File: src/hdl/sme_pkg.sv
// Shared types and constants of the message end detector.
// Assumes a 100 MHz system clock and characters from a
// UART receiver on the same clock.
package sme_pkg;

    // Clock and time base
    localparam int unsigned CLK_PERIOD_NS = 10;
    localparam int unsigned MS_NS = 1000000;
    localparam int unsigned MS_CYCLES = MS_NS / CLK_PERIOD_NS;
    // Longest measurable gap, 8 s
    localparam int unsigned GAP_MAX_MS = 8000;

    // Reset values the host should load, and the maximum length cap
    localparam logic [15:0] MSG_MS_DEF = 16'h00c8;
    localparam logic [15:0] RESP_MS_DEF = 16'h00c8;
    localparam logic [15:0] GAP_BITS_DEF = 16'h000c;
    localparam logic [10:0] MAX_LEN_DEF = 11'h000;
    localparam logic [10:0] MAX_LEN_LIMIT = 11'h400;

    // Length field sizes
    localparam logic [1:0] LSZ_1 = 2'h0;
    localparam logic [1:0] LSZ_2 = 2'h1;
    localparam logic [1:0] LSZ_4 = 2'h2;

    // Positions in enable and cause vectors
    localparam int unsigned C_MSG = 0;
    localparam int unsigned C_RESP = 1;
    localparam int unsigned C_GAP = 2;
    localparam int unsigned C_MAX = 3;
    localparam int unsigned C_LEN = 4;
    localparam int unsigned C_CHR = 5;
    localparam int unsigned C_SEQ = 6;
    localparam int unsigned N_CAUSE = 7;
    localparam int unsigned SEQ_N = 5;

    typedef enum logic [2:0] {
        ST_IDLE = 3'h1,
        ST_WAIT = 3'h2,
        ST_RECV = 3'h4
    } sme_state_t;

    // One received character
    typedef struct packed {
        logic valid;
        logic [7:0] data;
    } sme_char_t;

    // Host configuration of all end criteria
    typedef struct packed {
        logic [N_CAUSE-1:0] en;
        logic [15:0] msg_ms;
        logic [15:0] resp_ms;
        logic [15:0] gap_bits;
        logic [15:0] bit_cycles;
        logic [10:0] max_len;
        logic [10:0] len_pos;
        logic [1:0] len_size;
        logic [15:0] len_extra;
        logic [7:0] end_char;
        logic [SEQ_N*8-1:0] seq_val;
        logic [SEQ_N-1:0] seq_care;
    } sme_cfg_t;

    // Completion event
    typedef struct packed {
        logic done;
        logic [10:0] count;
        logic [N_CAUSE-1:0] cause;
    } sme_evt_t;

endpackage : sme_pkg

File: src/hdl/sme_detector.sv
// Receive-side message end detector for a serial port.
// Every end criterion is checked in one next-state process.
// Assumes rx characters and tx_done come from logic on sys_clk
// and that the host holds the configuration stable per message.
`timescale 1ns/1ps
module sme_detector
    import sme_pkg::*;
#(
    parameter int unsigned MS_CYC = MS_CYCLES
) (
    // Clock and reset
    input wire logic sys_clk,
    input wire logic reset_n,
    // Characters from the line receiver
    input wire sme_char_t rx,
    // Pulse at the end of each transmission
    input wire logic tx_done,
    // Configuration
    input wire sme_cfg_t cfg,
    // Characters kept for the message
    output sme_char_t msg_chr,
    output logic msg_last,
    // Status and completion
    output logic receiving,
    output sme_evt_t evt
);

    // Refuse a millisecond divider that cannot be counted
    if (MS_CYC < 1 || MS_CYC > 32'h7fffffff) begin : g_chk
        $error("sme_detector: MS_CYC out of range");
    end

    // The first compared position is searched in a 3-bit index
    if (SEQ_N < 1 || SEQ_N > 7) begin : g_chk_seq
        $error("sme_detector: SEQ_N out of range");
    end

    // The 8 s gap ceiling must fit its 13-bit ms counter
    if (GAP_MAX_MS > 32'h1fff) begin : g_chk_gap
        $error("sme_detector: GAP_MAX_MS too large");
    end

    // All state of the block in one register; the timers
    // run while idle too, which costs a little switching
    // but keeps every timer register free of a state enable
    // and makes every timer start a plain reload
    typedef struct packed {
        sme_state_t st;
        logic [31:0] ms_pre;
        logic [15:0] ms_cnt;
        logic [12:0] gap_ms;
        logic [15:0] bit_pre;
        logic [16:0] gap_bits;
        logic [10:0] cnt;
        logic [31:0] len_val;
        logic [33:0] target;
        logic tgt_ok;
        logic [SEQ_N*8-1:0] hist;
        sme_evt_t evt;
        sme_char_t out;
        logic out_last;
    } sme_reg_t;

    // Prescaler end point and the gap ceiling in ms; the
    // ceiling bounds a gap that bit ticks alone could not reach
    localparam logic [31:0] MS_LAST = 32'(MS_CYC - 1);
    localparam logic [12:0] GAP_MS_LIM = 13'(GAP_MAX_MS);

    sme_reg_t r_r;
    sme_reg_t r_nxt;

    // Length field width in bytes; the spare size code
    // reads as four bytes, so a mis-set field still closes
    // rather than leaving the length criterion dead
    function automatic logic [10:0] len_bytes(input logic [1:0] sz);
        unique case (sz)
            LSZ_1: len_bytes = 11'h001;
            LSZ_2: len_bytes = 11'h002;
            LSZ_4: len_bytes = 11'h004;
            default: len_bytes = 11'h004;
        endcase
    endfunction : len_bytes

    // Index of the first compared position, SEQ_N if none
    // Leading don't-cares thus shorten the condition, trailing ones do not
    function automatic logic [2:0] seq_first(input logic [SEQ_N-1:0] care);
        seq_first = 3'(SEQ_N);
        for (int i = SEQ_N - 1; i >= 0; i--) begin
            if (care[i]) begin
                seq_first = 3'(i);
            end
        end
    endfunction : seq_first

    // Next-state logic
    // Every criterion looks at the same cycle, so the first
    // one met ends the message, and several met together
    // all report in the cause
    always_comb begin
        logic ms_tick;
        logic bit_tick;
        logic in_msg;
        logic [10:0] cnt_new;
        logic [10:0] fld_end;
        logic [31:0] len_new;
        logic [33:0] tgt_new;
        logic tgt_ok_new;
        logic [SEQ_N*8-1:0] hist_new;
        logic [2:0] sf;
        logic seq_hit;
        logic [N_CAUSE-1:0] fire;
        logic [10:0] max_eff;
        ms_tick = 1'b0;
        bit_tick = 1'b0;
        in_msg = 1'b0;
        cnt_new = '0;
        fld_end = '0;
        len_new = '0;
        tgt_new = '0;
        tgt_ok_new = 1'b0;
        hist_new = '0;
        sf = '0;
        seq_hit = 1'b0;
        fire = '0;
        max_eff = '0;
        r_nxt = r_r;
        r_nxt.evt.done = 1'b0;
        r_nxt.out.valid = 1'b0;
        r_nxt.out_last = 1'b0;

        // Free millisecond prescaler; restarted when the response or message timer starts
        // Counts saturate so a long idle spell never wraps short
        ms_tick = (r_r.ms_pre >= MS_LAST);
        r_nxt.ms_pre = ms_tick ? '0 : r_r.ms_pre + 32'h1;
        if (ms_tick && r_r.ms_cnt != 16'hffff) begin
            r_nxt.ms_cnt = r_r.ms_cnt + 16'h1;
        end
        if (ms_tick && r_r.gap_ms != GAP_MS_LIM) begin
            r_nxt.gap_ms = r_r.gap_ms + 13'h1;
        end

        // Bit time ticks from the baud divider
        // A bit_cycles of zero wraps to the slowest divider,
        // so the gap stays long rather than firing at once
        bit_tick = (r_r.bit_pre >= cfg.bit_cycles - 16'h1);
        r_nxt.bit_pre = bit_tick ? '0 : r_r.bit_pre + 16'h1;
        if (bit_tick && !r_r.gap_bits[16]) begin
            r_nxt.gap_bits = r_r.gap_bits + 17'h1;
        end

        // Idle: a finished transmission arms the response timer
        // Only from idle, so a late pulse never cuts an open message
        if (r_r.st == ST_IDLE && tx_done && cfg.en[C_RESP]) begin
            r_nxt.st = ST_WAIT;
            r_nxt.ms_pre = '0;
            r_nxt.ms_cnt = '0;
        end

        // No start in time: reception ends with nothing kept
        // A character in that cycle wins and opens the message
        if (r_r.st == ST_WAIT && !rx.valid && r_r.ms_cnt >= cfg.resp_ms) begin
            fire[C_RESP] = 1'b1;
        end

        // Time based ends while a message is open
        // The message timer runs from the opening character, not the last
        if (r_r.st == ST_RECV) begin
            in_msg = 1'b1;
            if (cfg.en[C_MSG] && r_r.ms_cnt >= cfg.msg_ms) begin
                fire[C_MSG] = 1'b1;
            end
            // Gap must be exceeded, capped at 8 s
            // Never on a character cycle, whose arrival resets the gap
            if (cfg.en[C_GAP] && !rx.valid &&
                (r_r.gap_bits > {1'b0, cfg.gap_bits} || r_r.gap_ms >= GAP_MS_LIM)) begin
                fire[C_GAP] = 1'b1;
            end
        end

        // Character path: the first one outside a message opens it
        // Start detection lies upstream; any character there starts one
        if (rx.valid) begin
            if (r_r.st != ST_RECV) begin
                r_nxt.st = ST_RECV;
                r_nxt.ms_pre = '0;
                r_nxt.ms_cnt = '0;
                cnt_new = 11'h001;
                len_new = '0;
                tgt_new = '0;
                tgt_ok_new = 1'b0;
                hist_new = {{(SEQ_N-1)*8{1'b0}}, rx.data};
            end else begin
                cnt_new = (r_r.cnt == 11'h7ff) ? r_r.cnt : r_r.cnt + 11'h1;
                len_new = r_r.len_val;
                tgt_new = r_r.target;
                tgt_ok_new = r_r.tgt_ok;
                hist_new = {r_r.hist[(SEQ_N-1)*8-1:0], rx.data};
            end
            // Silence timer restarts on each character
            // Both gap measures restart so the 8 s ceiling tracks the same silence
            r_nxt.bit_pre = '0;
            r_nxt.gap_bits = '0;
            r_nxt.gap_ms = '0;

            // Length field shifts in most significant byte first
            // A zero value and no tail end the message on the last field byte
            fld_end = cfg.len_pos + len_bytes(cfg.len_size) - 11'h1;
            if (cfg.len_pos != 11'h0 && cnt_new >= cfg.len_pos && cnt_new <= fld_end) begin
                len_new = {len_new[23:0], rx.data};
                if (cnt_new == fld_end) begin
                    // Field end plus value plus uncounted tail
                    tgt_new = {23'h0, fld_end} + {2'b00, len_new} + {18'h0, cfg.len_extra};
                    tgt_ok_new = 1'b1;
                end
            end
            if (cfg.en[C_LEN] && tgt_ok_new && {23'h0, cnt_new} == tgt_new) begin
                fire[C_LEN] = 1'b1;
            end

            // Maximum count; zero leaves it idle, larger than the cap acts as the cap
            max_eff = (cfg.max_len > MAX_LEN_LIMIT) ? MAX_LEN_LIMIT : cfg.max_len;
            if (cfg.en[C_MAX] && max_eff != 11'h0 && cnt_new >= max_eff) begin
                fire[C_MAX] = 1'b1;
            end

            // Single terminator
            if (cfg.en[C_CHR] && rx.data == cfg.end_char) begin
                fire[C_CHR] = 1'b1;
            end

            // Masked sequence, newest character is position five
            // No match until enough characters cover the first compared position
            sf = seq_first(cfg.seq_care);
            seq_hit = (sf < 3'(SEQ_N)) && (cnt_new >= 11'(SEQ_N - sf));
            for (int p = 0; p < SEQ_N; p++) begin
                if (cfg.seq_care[p] &&
                    hist_new[8*(SEQ_N-1-p) +: 8] != cfg.seq_val[8*p +: 8]) begin
                    seq_hit = 1'b0;
                end
            end
            if (cfg.en[C_SEQ] && seq_hit) begin
                fire[C_SEQ] = 1'b1;
            end

            // Every character goes out with the message
            // No buffer here: the host side stores what it is handed
            r_nxt.cnt = cnt_new;
            r_nxt.len_val = len_new;
            r_nxt.target = tgt_new;
            r_nxt.tgt_ok = tgt_ok_new;
            r_nxt.hist = hist_new;
            r_nxt.out.valid = 1'b1;
            r_nxt.out.data = rx.data;
            in_msg = 1'b1;
        end

        // Any criterion closes the message and reports it
        // Several criteria in one cycle all show in the cause
        if (|fire) begin
            r_nxt.st = ST_IDLE;
            r_nxt.evt.done = 1'b1;
            r_nxt.evt.count = in_msg ? r_nxt.cnt : 11'h0;
            r_nxt.evt.cause = fire;
            r_nxt.out_last = rx.valid;
            r_nxt.cnt = '0;
            r_nxt.tgt_ok = 1'b0;
        end
    end

    // State register
    // The reset branch loads constants only
    always_ff @(posedge sys_clk or negedge reset_n) begin
        if (!reset_n) begin
            r_r <= '{st: ST_IDLE, default: '0};
        end else begin
            r_r <= r_nxt;
        end
    end

    // Outputs straight from flip-flops
    // receiving decodes registered state, so it only moves on an edge
    assign msg_chr = r_r.out;
    assign msg_last = r_r.out_last;
    assign receiving = (r_r.st == ST_RECV);
    assign evt = r_r.evt;

endmodule : sme_detector

File: config.mk
export PLATFORM = sky130hd
export DESIGN_NAME = sme_detector
export DESIGN_NICKNAME = d
export VERILOG_FILES = /design/src/hdl/sme_pkg.sv /design/src/hdl/sme_detector.sv
export SDC_FILE = /design/constraint.sdc
export NUM_CORES = 1
export LEC_CHECK = 0
export ABC_AREA = 1
export BUFFER_PORTS_ARGS = -buffer_cell sky130_fd_sc_hd__buf_2
export CAP_MARGIN = 20
export CORE_ASPECT_RATIO = 1.75
export CORE_MARGIN = 4
export CORE_UTILIZATION = 35
export CTS_CLUSTER_SIZE = 16
export DETAILED_ROUTE_END_ITERATION = 8
export SKIP_LAST_GASP = 1
export SLEW_MARGIN = 10
export SYNTH_ARGS = -nofsm -noshare
export SYNTH_HDL_FRONTEND = slang
export SYNTH_SLANG_ARGS = --single-unit
File: constraint.sdc
create_clock -name sys_clk -period 5 [get_ports sys_clk]
set_clock_uncertainty 0.2 [all_clocks]
set_input_delay 0.25 -clock sys_clk [delete_from_list [all_inputs] [get_ports sys_clk]]
set_output_delay 0.25 -clock sys_clk [all_outputs]
set_load 0.02 [all_outputs]
Word level (Yosys, flattened, before mapping) --
Index checks and enable logic that the tools add are counted.
Storage, ports and cells: register bits 244
Cells by class: add/subtract/negate cells 12, magnitude comparators 12, equality and inequality tests 17, multiplexer cells 58, reduce and logical (&&, ||, !) cells 35
Operators with widths (count):
- 215-bit two-way mux | 1
- 34-bit two-way mux | 4
- 32-bit two-way mux | 4
- 51-bit two-way mux | 2
- 40-bit two-way mux | 2
- 11-bit two-way mux | 7
- 16-bit >= comparator | 3
- 8-bit != test | 5
- 33-bit by 16-bit adder with 34-bit output | 1
- 11-bit by 34-bit equality test with 1-bit output | 1
- 11-bit by 32-bit adder with 33-bit output | 1
- 11-bit >= comparator | 3
- 16-bit by 1-bit adder with 16-bit output, second input constant | 2
- 32-bit by 1-bit adder with 32-bit output, second input constant | 1
- 32-bit by 17-bit >= comparator with 1-bit output, second input constant | 1
- 16-bit two-way mux | 2
- 1-bit logical AND | 24
- 1-bit two-way mux | 24
- 11-bit nonzero test | 2
- 19-bit two-way mux | 1
- 3-bit two-way mux | 6
- 17-bit by 1-bit adder with 17-bit output, second input constant | 1
- 17-bit by 16-bit greater-than comparator with 1-bit output | 1
- 17-bit two-way mux | 1
- other kinds (31) | 34

Longest topological paths before layout --
depth after elaboration 20, gate-level depth with buffers 39

Worst setup path before layout --
No wires, ideal clock.
path kind in2reg, from input port cfg[70] (netlist bit), to register r_r[141] (netlist bit), library setup time 126 ps, arrival time 4785 ps, path slack -111 ps, stages 33, path buffers 1, cell sequence or2_2 > ha_1 > inv_1 > ha_1 > inv_1 > fa_1 > o21ai_0 > a21oi_1 > o21ai_0 > inv_1 > nor2_1 > nor2_1 > o21bai_1 > xnor2_1 > fa_1 > ha_1 > nand2_1 > inv_1 > nand2_1 > nand2_1 > a21oi_1 > nand2_1 > nand2_1 > nand3_1 > nand3_1 > nand2_1 > nor2_1 > nand3_1 > nor2_1 > nand4_4 > nand2_4 > buf_4 > nor2_1
RTL lines:
- from (decl) | RTL line sme_detector.sv:19 | input wire sme_cfg_t cfg,
- to (signal assigned) | RTL line sme_detector.sv:276 | r_r <= r_nxt;
- to (decl) | RTL line sme_detector.sv:69 | sme_reg_t r_r;

Worst setup path after layout --
from input port cfg[70] (netlist bit), to register r_r, in the netlist evt[13]
Between the ends: word-level cells in the longest chain between the ends 15, elaborated cells on any way between the ends 23, those cells by class add/sub (4); order compare (1); eq/ne (3); mux (10); reduce/logical (5)
Ends and longest elaborated chain:
- 2-bit by 1-bit equality test with 1-bit output / 2-bit zero test (equally long branches) | RTL line sme_detector.sv:76 | unique case (sz)
- 3-bit one-hot mux with 2 select lines (*) | RTL line sme_detector.sv:76
- 11-bit two-way mux (*) | RTL line sme_detector.sv:182 | if (rx.valid) begin
- 11-bit adder (*) | RTL line sme_detector.sv:207 | fld_end = cfg.len_pos + len_bytes(cfg.len_size) - 11'h1;
- 11-bit by 1-bit subtractor with 11-bit output (*) | RTL line sme_detector.sv:207
- 11-bit by 32-bit adder with 33-bit output | RTL line sme_detector.sv:212 | tgt_new = {23'h0, fld_end} + {2'b00, len_new} + {18'h0, cfg.len_extra};
- 33-bit by 16-bit adder with 34-bit output | RTL line sme_detector.sv:212
- 34-bit two-way mux | RTL line sme_detector.sv:210 | if (cnt_new == fld_end) begin
- 34-bit two-way mux | RTL line sme_detector.sv:208 | if (cfg.len_pos != 11'h0 && cnt_new >= cfg.len_pos && cnt_new <= fld_end) begin
- 34-bit two-way mux | RTL line sme_detector.sv:182
- 11-bit by 34-bit equality test with 1-bit output | RTL line sme_detector.sv:216 | if (cfg.en[C_LEN] && tgt_ok_new && {23'h0, cnt_new} == tgt_new) begin
- 1-bit logical AND (*) | RTL line sme_detector.sv:216
- 1-bit two-way mux (*) | RTL line sme_detector.sv:216
- 4-bit two-way mux (*) | RTL line sme_detector.sv:182
- 7-bit OR reduction (*) | RTL line sme_detector.sv:259 | if (|fire) begin
Mark *: on every way between the ends. The rest lies on a longest branch, timed or not. The select of a mux whose other input is x is not followed. A chain may end at the register's enable or synchronous reset.

==> flow_summary.yaml <==
setup_path:
  timing.critical_path.required_ps: 5280
  critical_path.startpoint: "cfg[70]"
  worstSetupPathType: "in -> reg"
  critPathCaptureType: "flip-flop"
  depth_of_the_worst_register_to_register_path: 32
  cpLargestDelayFamily: "simple AND/OR/NAND/NOR gates"
  timing.critical_path.fanout_max: 8
  cp.arrival_ps: 5160
  cpMaxStageDelayCell: "sky130_fd_sc_hd__fa_1"
  worst-r2r-setup-slack_ps: 480
  timing.critical_path.slowest_cell_delay_ps: 500
  crit-reg2reg-capture: "evt[13]"
  timing.critical_path.from_type: "input port"
  launch_instance_of_the_worst_register_to_register_path: "r_r[137]"
  crit_cells: 35
  crit_path_frequent_cell: "sky130_fd_sc_hd__nand2_1"
  critPathBufInv: 6
logic_synthesis:
  ys_warn_count: 0
  synth_cells: 2455
  yosysTopAreaCellShare_pct: 31.7
  synth_edf_count: 0
  ys.flop_type: "sky130_fd_sc_hd__dfrtp_1"
  synth_sequential_area_ratio_pct: 31.8
  post_synth_instance_area_um2: 17300
  netlist_top_cells_area: "sky130_fd_sc_hd__dfrtp_1 32%, sky130_fd_sc_hd__nand2_1 13%, sky130_fd_sc_hd__ha_1 11%"
  synthArstFlopShare_pct: 100
  synth_area_per_cell_um2: 7.05
  yosys.cell_count.top_type: "sky130_fd_sc_hd__nand2_1"
  post_synth_most_frequent_cells: "617 x sky130_fd_sc_hd__nand2_1, 342 x sky130_fd_sc_hd__inv_1, 248 x sky130_fd_sc_hd__nor2_1"
  synth.ff_latch_count: 220
  synthDominantAreaCellType: "sky130_fd_sc_hd__dfrtp_1"
  yosys.cell_types.count: 57
placement:
  placed_cells: 3350
  gp_routability_congestion: 0.924
  detailed_place_hpwl_um: 42600
  placement.io_buffers: 205
detailed_routing:
  wirelength_um: 54100
  overall_via_count_from_detail_route: 16900
  first_pass_iters: 8
  antenna_violating_nets_post_route: 0
  viasPerCell: 4.94
  routedWlPerCell_um: 15.8
  drt_iter0_markers: 896
  drc: 0
pwr:
  netSwitchingFraction_pct: 46.2
  p_leak_uw: 0.0109
  vdd_drop_max_v: 0.000254
  power_dens_cells_nw_per_um2: 465
  switching_power_uw: 4550
  design_internal_power_uw: 5300
  pwr-share-clk_pct: 19.1
  power.share.combinational_pct: 56.8
  p_seq_share_pct: 24.1
global_route:
  grt_pass1_vias: 17300
  grt_start_max_net_pins: 119
  antenna_found_initial: 2
  grt_pass1_wl_um: 85800
  gr-total-overflow: 0
  grt_usage_pct: 19.8
final_layout:
  area_growth_syn_to_layout_pct: 22.3
  final_layout_size_suffix_gt1_share_pct: 18.3
  num-nets-final: 3089
  post_layout_nonfiller_instances: 3421
min_path:
  holdPathStages: 5
  hold_path_end: "evt[3]"
  hold_path.startpoint: "cfg[92]"
  holdCritPathClass: "in -> reg"
clock_tree:
  tritoncts: "done"
  cts.htree.levels: 1
  cts_root_buffer: "sky130_fd_sc_hd__clkbuf_16"
  clock_path_buffers: 3
  insertion_delay_ps: 540
  clock_sink_count: 220
  clk_transition_reported_paths_ps: 70
  cts_buffers: 24
floorplanning:
  die_h_um: 302
  area_of_the_placeable_core_um2: 48900
  io_pins: 206
  placement_rows: 107
  start_util_pct: 35.4
  floorplan.die.width_um: 176
  floorplan.die_area_um2: 53200
sta:
  rsz0062_at_grt: "yes"
  share_of_the_clock_period_used_by_the_worst_path_after_layout_pct: 97.6
  fin_worst_hold_slack_ps: 35.5
  slew_margin_rel_pct: 40.8
  maxClockFrequency_ghz: 0.205
  timing.final.crit_period_ps: 4880
  finalHoldViolCount: 0
  report.final.setup_viol: 0
  timing_max_transition_violations_final: 0
  max_slew.worst_pin.slew_ps: 888
outcome:
  outcome: "finished, final reports clean"
run:
  max-cap-violations: 0
routing by layer:
layer	track usage, %	share of wire, %	vias to the layer above
met2	38.7	54	411
met3	2.31	4.2	123
met5	0	0	-
met4	6.58	3.7	0
met1	21.9	38	7839
li1	-	-	8516
final cells by class:
cell class                      count  area, µm²
Antenna cell                        2       5.00
Clock buffer                       30        654
Clock inverter                     14        169
Fill cell                        4982      27700
Inverter                          350       1330
Multi-Input combinational cell   1813      10500
Sequential cell                   220       5510
Tap cell                          654        818
Timing Repair Buffer              338       2220
power by group through the flow:
stage	registers, µW	logic (µW)	clock network, µW
detailed placement	2400	5200	0
floorplan	2310	3510	0
CTS	2370	5290	1940
finish	2370	5590	1880
global placement	2390	5100	0
global route	2410	6280	2000
timing repair:
action | CTS | global route
hold buffers | 19 | 0
pin swaps | 6 | 57
cloned | 0 | 1
endpoints found under the hold margin | 121 | 0
setup buffers | 0 | 5
resized for setup | 14 | 104
endpoints found under the setup margin | 35 | 35
worst register-to-register path, delay by kind of cell, from the launching register on:
kind	cells	cell delay (ps)
simple gates	20	1960
fa+ha+maj	2	550
buf+inv	9	1150
compound gates	1	170
flops	1	450
stage by stage:
step | setup TNS [ps] | instance area [µm²] | util (%) | total power, µW | worst slack (ps)
floorplan | 0 | 17400 | - | 5830 | 13.1
global placement | -23730 | 19600 | 40.2 | 7490 | -721
detailed placement | -25640 | 19600 | 40.2 | 7590 | -785
CTS | 0 | 20700 | 42.4 | 9600 | 40.6
global route | -3650 | 21100 | 43.3 | 10700 | -139
finish | 0 | 21200 | 43.3 | 9850 | 120
registers in the layout (all words and copies together) (netlist names):
signal / flops
evt: 19
msg_chr: 1
r_r: 199
msg_last: 1
placed cells by master (no fill, tap or decap), types with 7 or more instances in the layout:
master | synthesis | routed
sky130_fd_sc_hd__nand4_1 | 49 | 49
sky130_fd_sc_hd__nand3_2 | 5 | 18
sky130_fd_sc_hd__dfrtp_1 | 219 | 219
sky130_fd_sc_hd__inv_1 | 342 | 332
sky130_fd_sc_hd__ha_1 | 153 | 145
sky130_fd_sc_hd__o22ai_1 | 10 | 10
sky130_fd_sc_hd__nor4_1 | 14 | 14
sky130_fd_sc_hd__xnor2_1 | 32 | 31
sky130_fd_sc_hd__nor3_1 | 52 | 49
sky130_fd_sc_hd__buf_4 | 35 | 102
sky130_fd_sc_hd__a31oi_1 | 17 | 17
sky130_fd_sc_hd__inv_2 | 6 | 11
sky130_fd_sc_hd__or2_2 | 17 | 17
sky130_fd_sc_hd__o21ai_0 | 154 | 151
sky130_fd_sc_hd__o21a_1 | 9 | 9
sky130_fd_sc_hd__a21oi_1 | 119 | 112
sky130_fd_sc_hd__buf_12 | 0 | 7
sky130_fd_sc_hd__ha_4 | 0 | 7
sky130_fd_sc_hd__nand2_1 | 617 | 584
sky130_fd_sc_hd__dlygate4sd3_1 | 0 | 19
sky130_fd_sc_hd__fa_1 | 13 | 11
sky130_fd_sc_hd__buf_2 | 10 | 203
sky130_fd_sc_hd__nor2_1 | 248 | 232
sky130_fd_sc_hd__conb_1 | 1 | 15
sky130_fd_sc_hd__xor2_1 | 52 | 52
sky130_fd_sc_hd__nor2_4 | 5 | 7
sky130_fd_sc_hd__nand2_2 | 4 | 32
sky130_fd_sc_hd__clkbuf_16 | 0 | 26
sky130_fd_sc_hd__nand3_1 | 165 | 150
sky130_fd_sc_hd__nor2_2 | 7 | 21
cell families (layout without fill, tap and decap cells):
group,Yosys count,count (layout),synth area share [%]
other,1,17,0.0217
DFF,220,220,31.8
adders and majority gates,166,166,12.6
muxes,1,1,0.0579
xor gates and xnor gates,84,84,4.25
and+or+nand+nor,1211,1211,30.4
buffers and inverters,436,732,10.4
AOI/OAI and AO/OA,336,336,10.5
worst max-delay path by stage:
stage | to | slack, ps
floorplan | r_r[141] | 10
global placement | evt[13] | -720
detailed placement | evt[1] | -790
CTS | r_r[137] | 40
global route | r_r[143] | -140
finish | evt[13] | 120
Note: power is estimated with default switching activity, not from simulation.
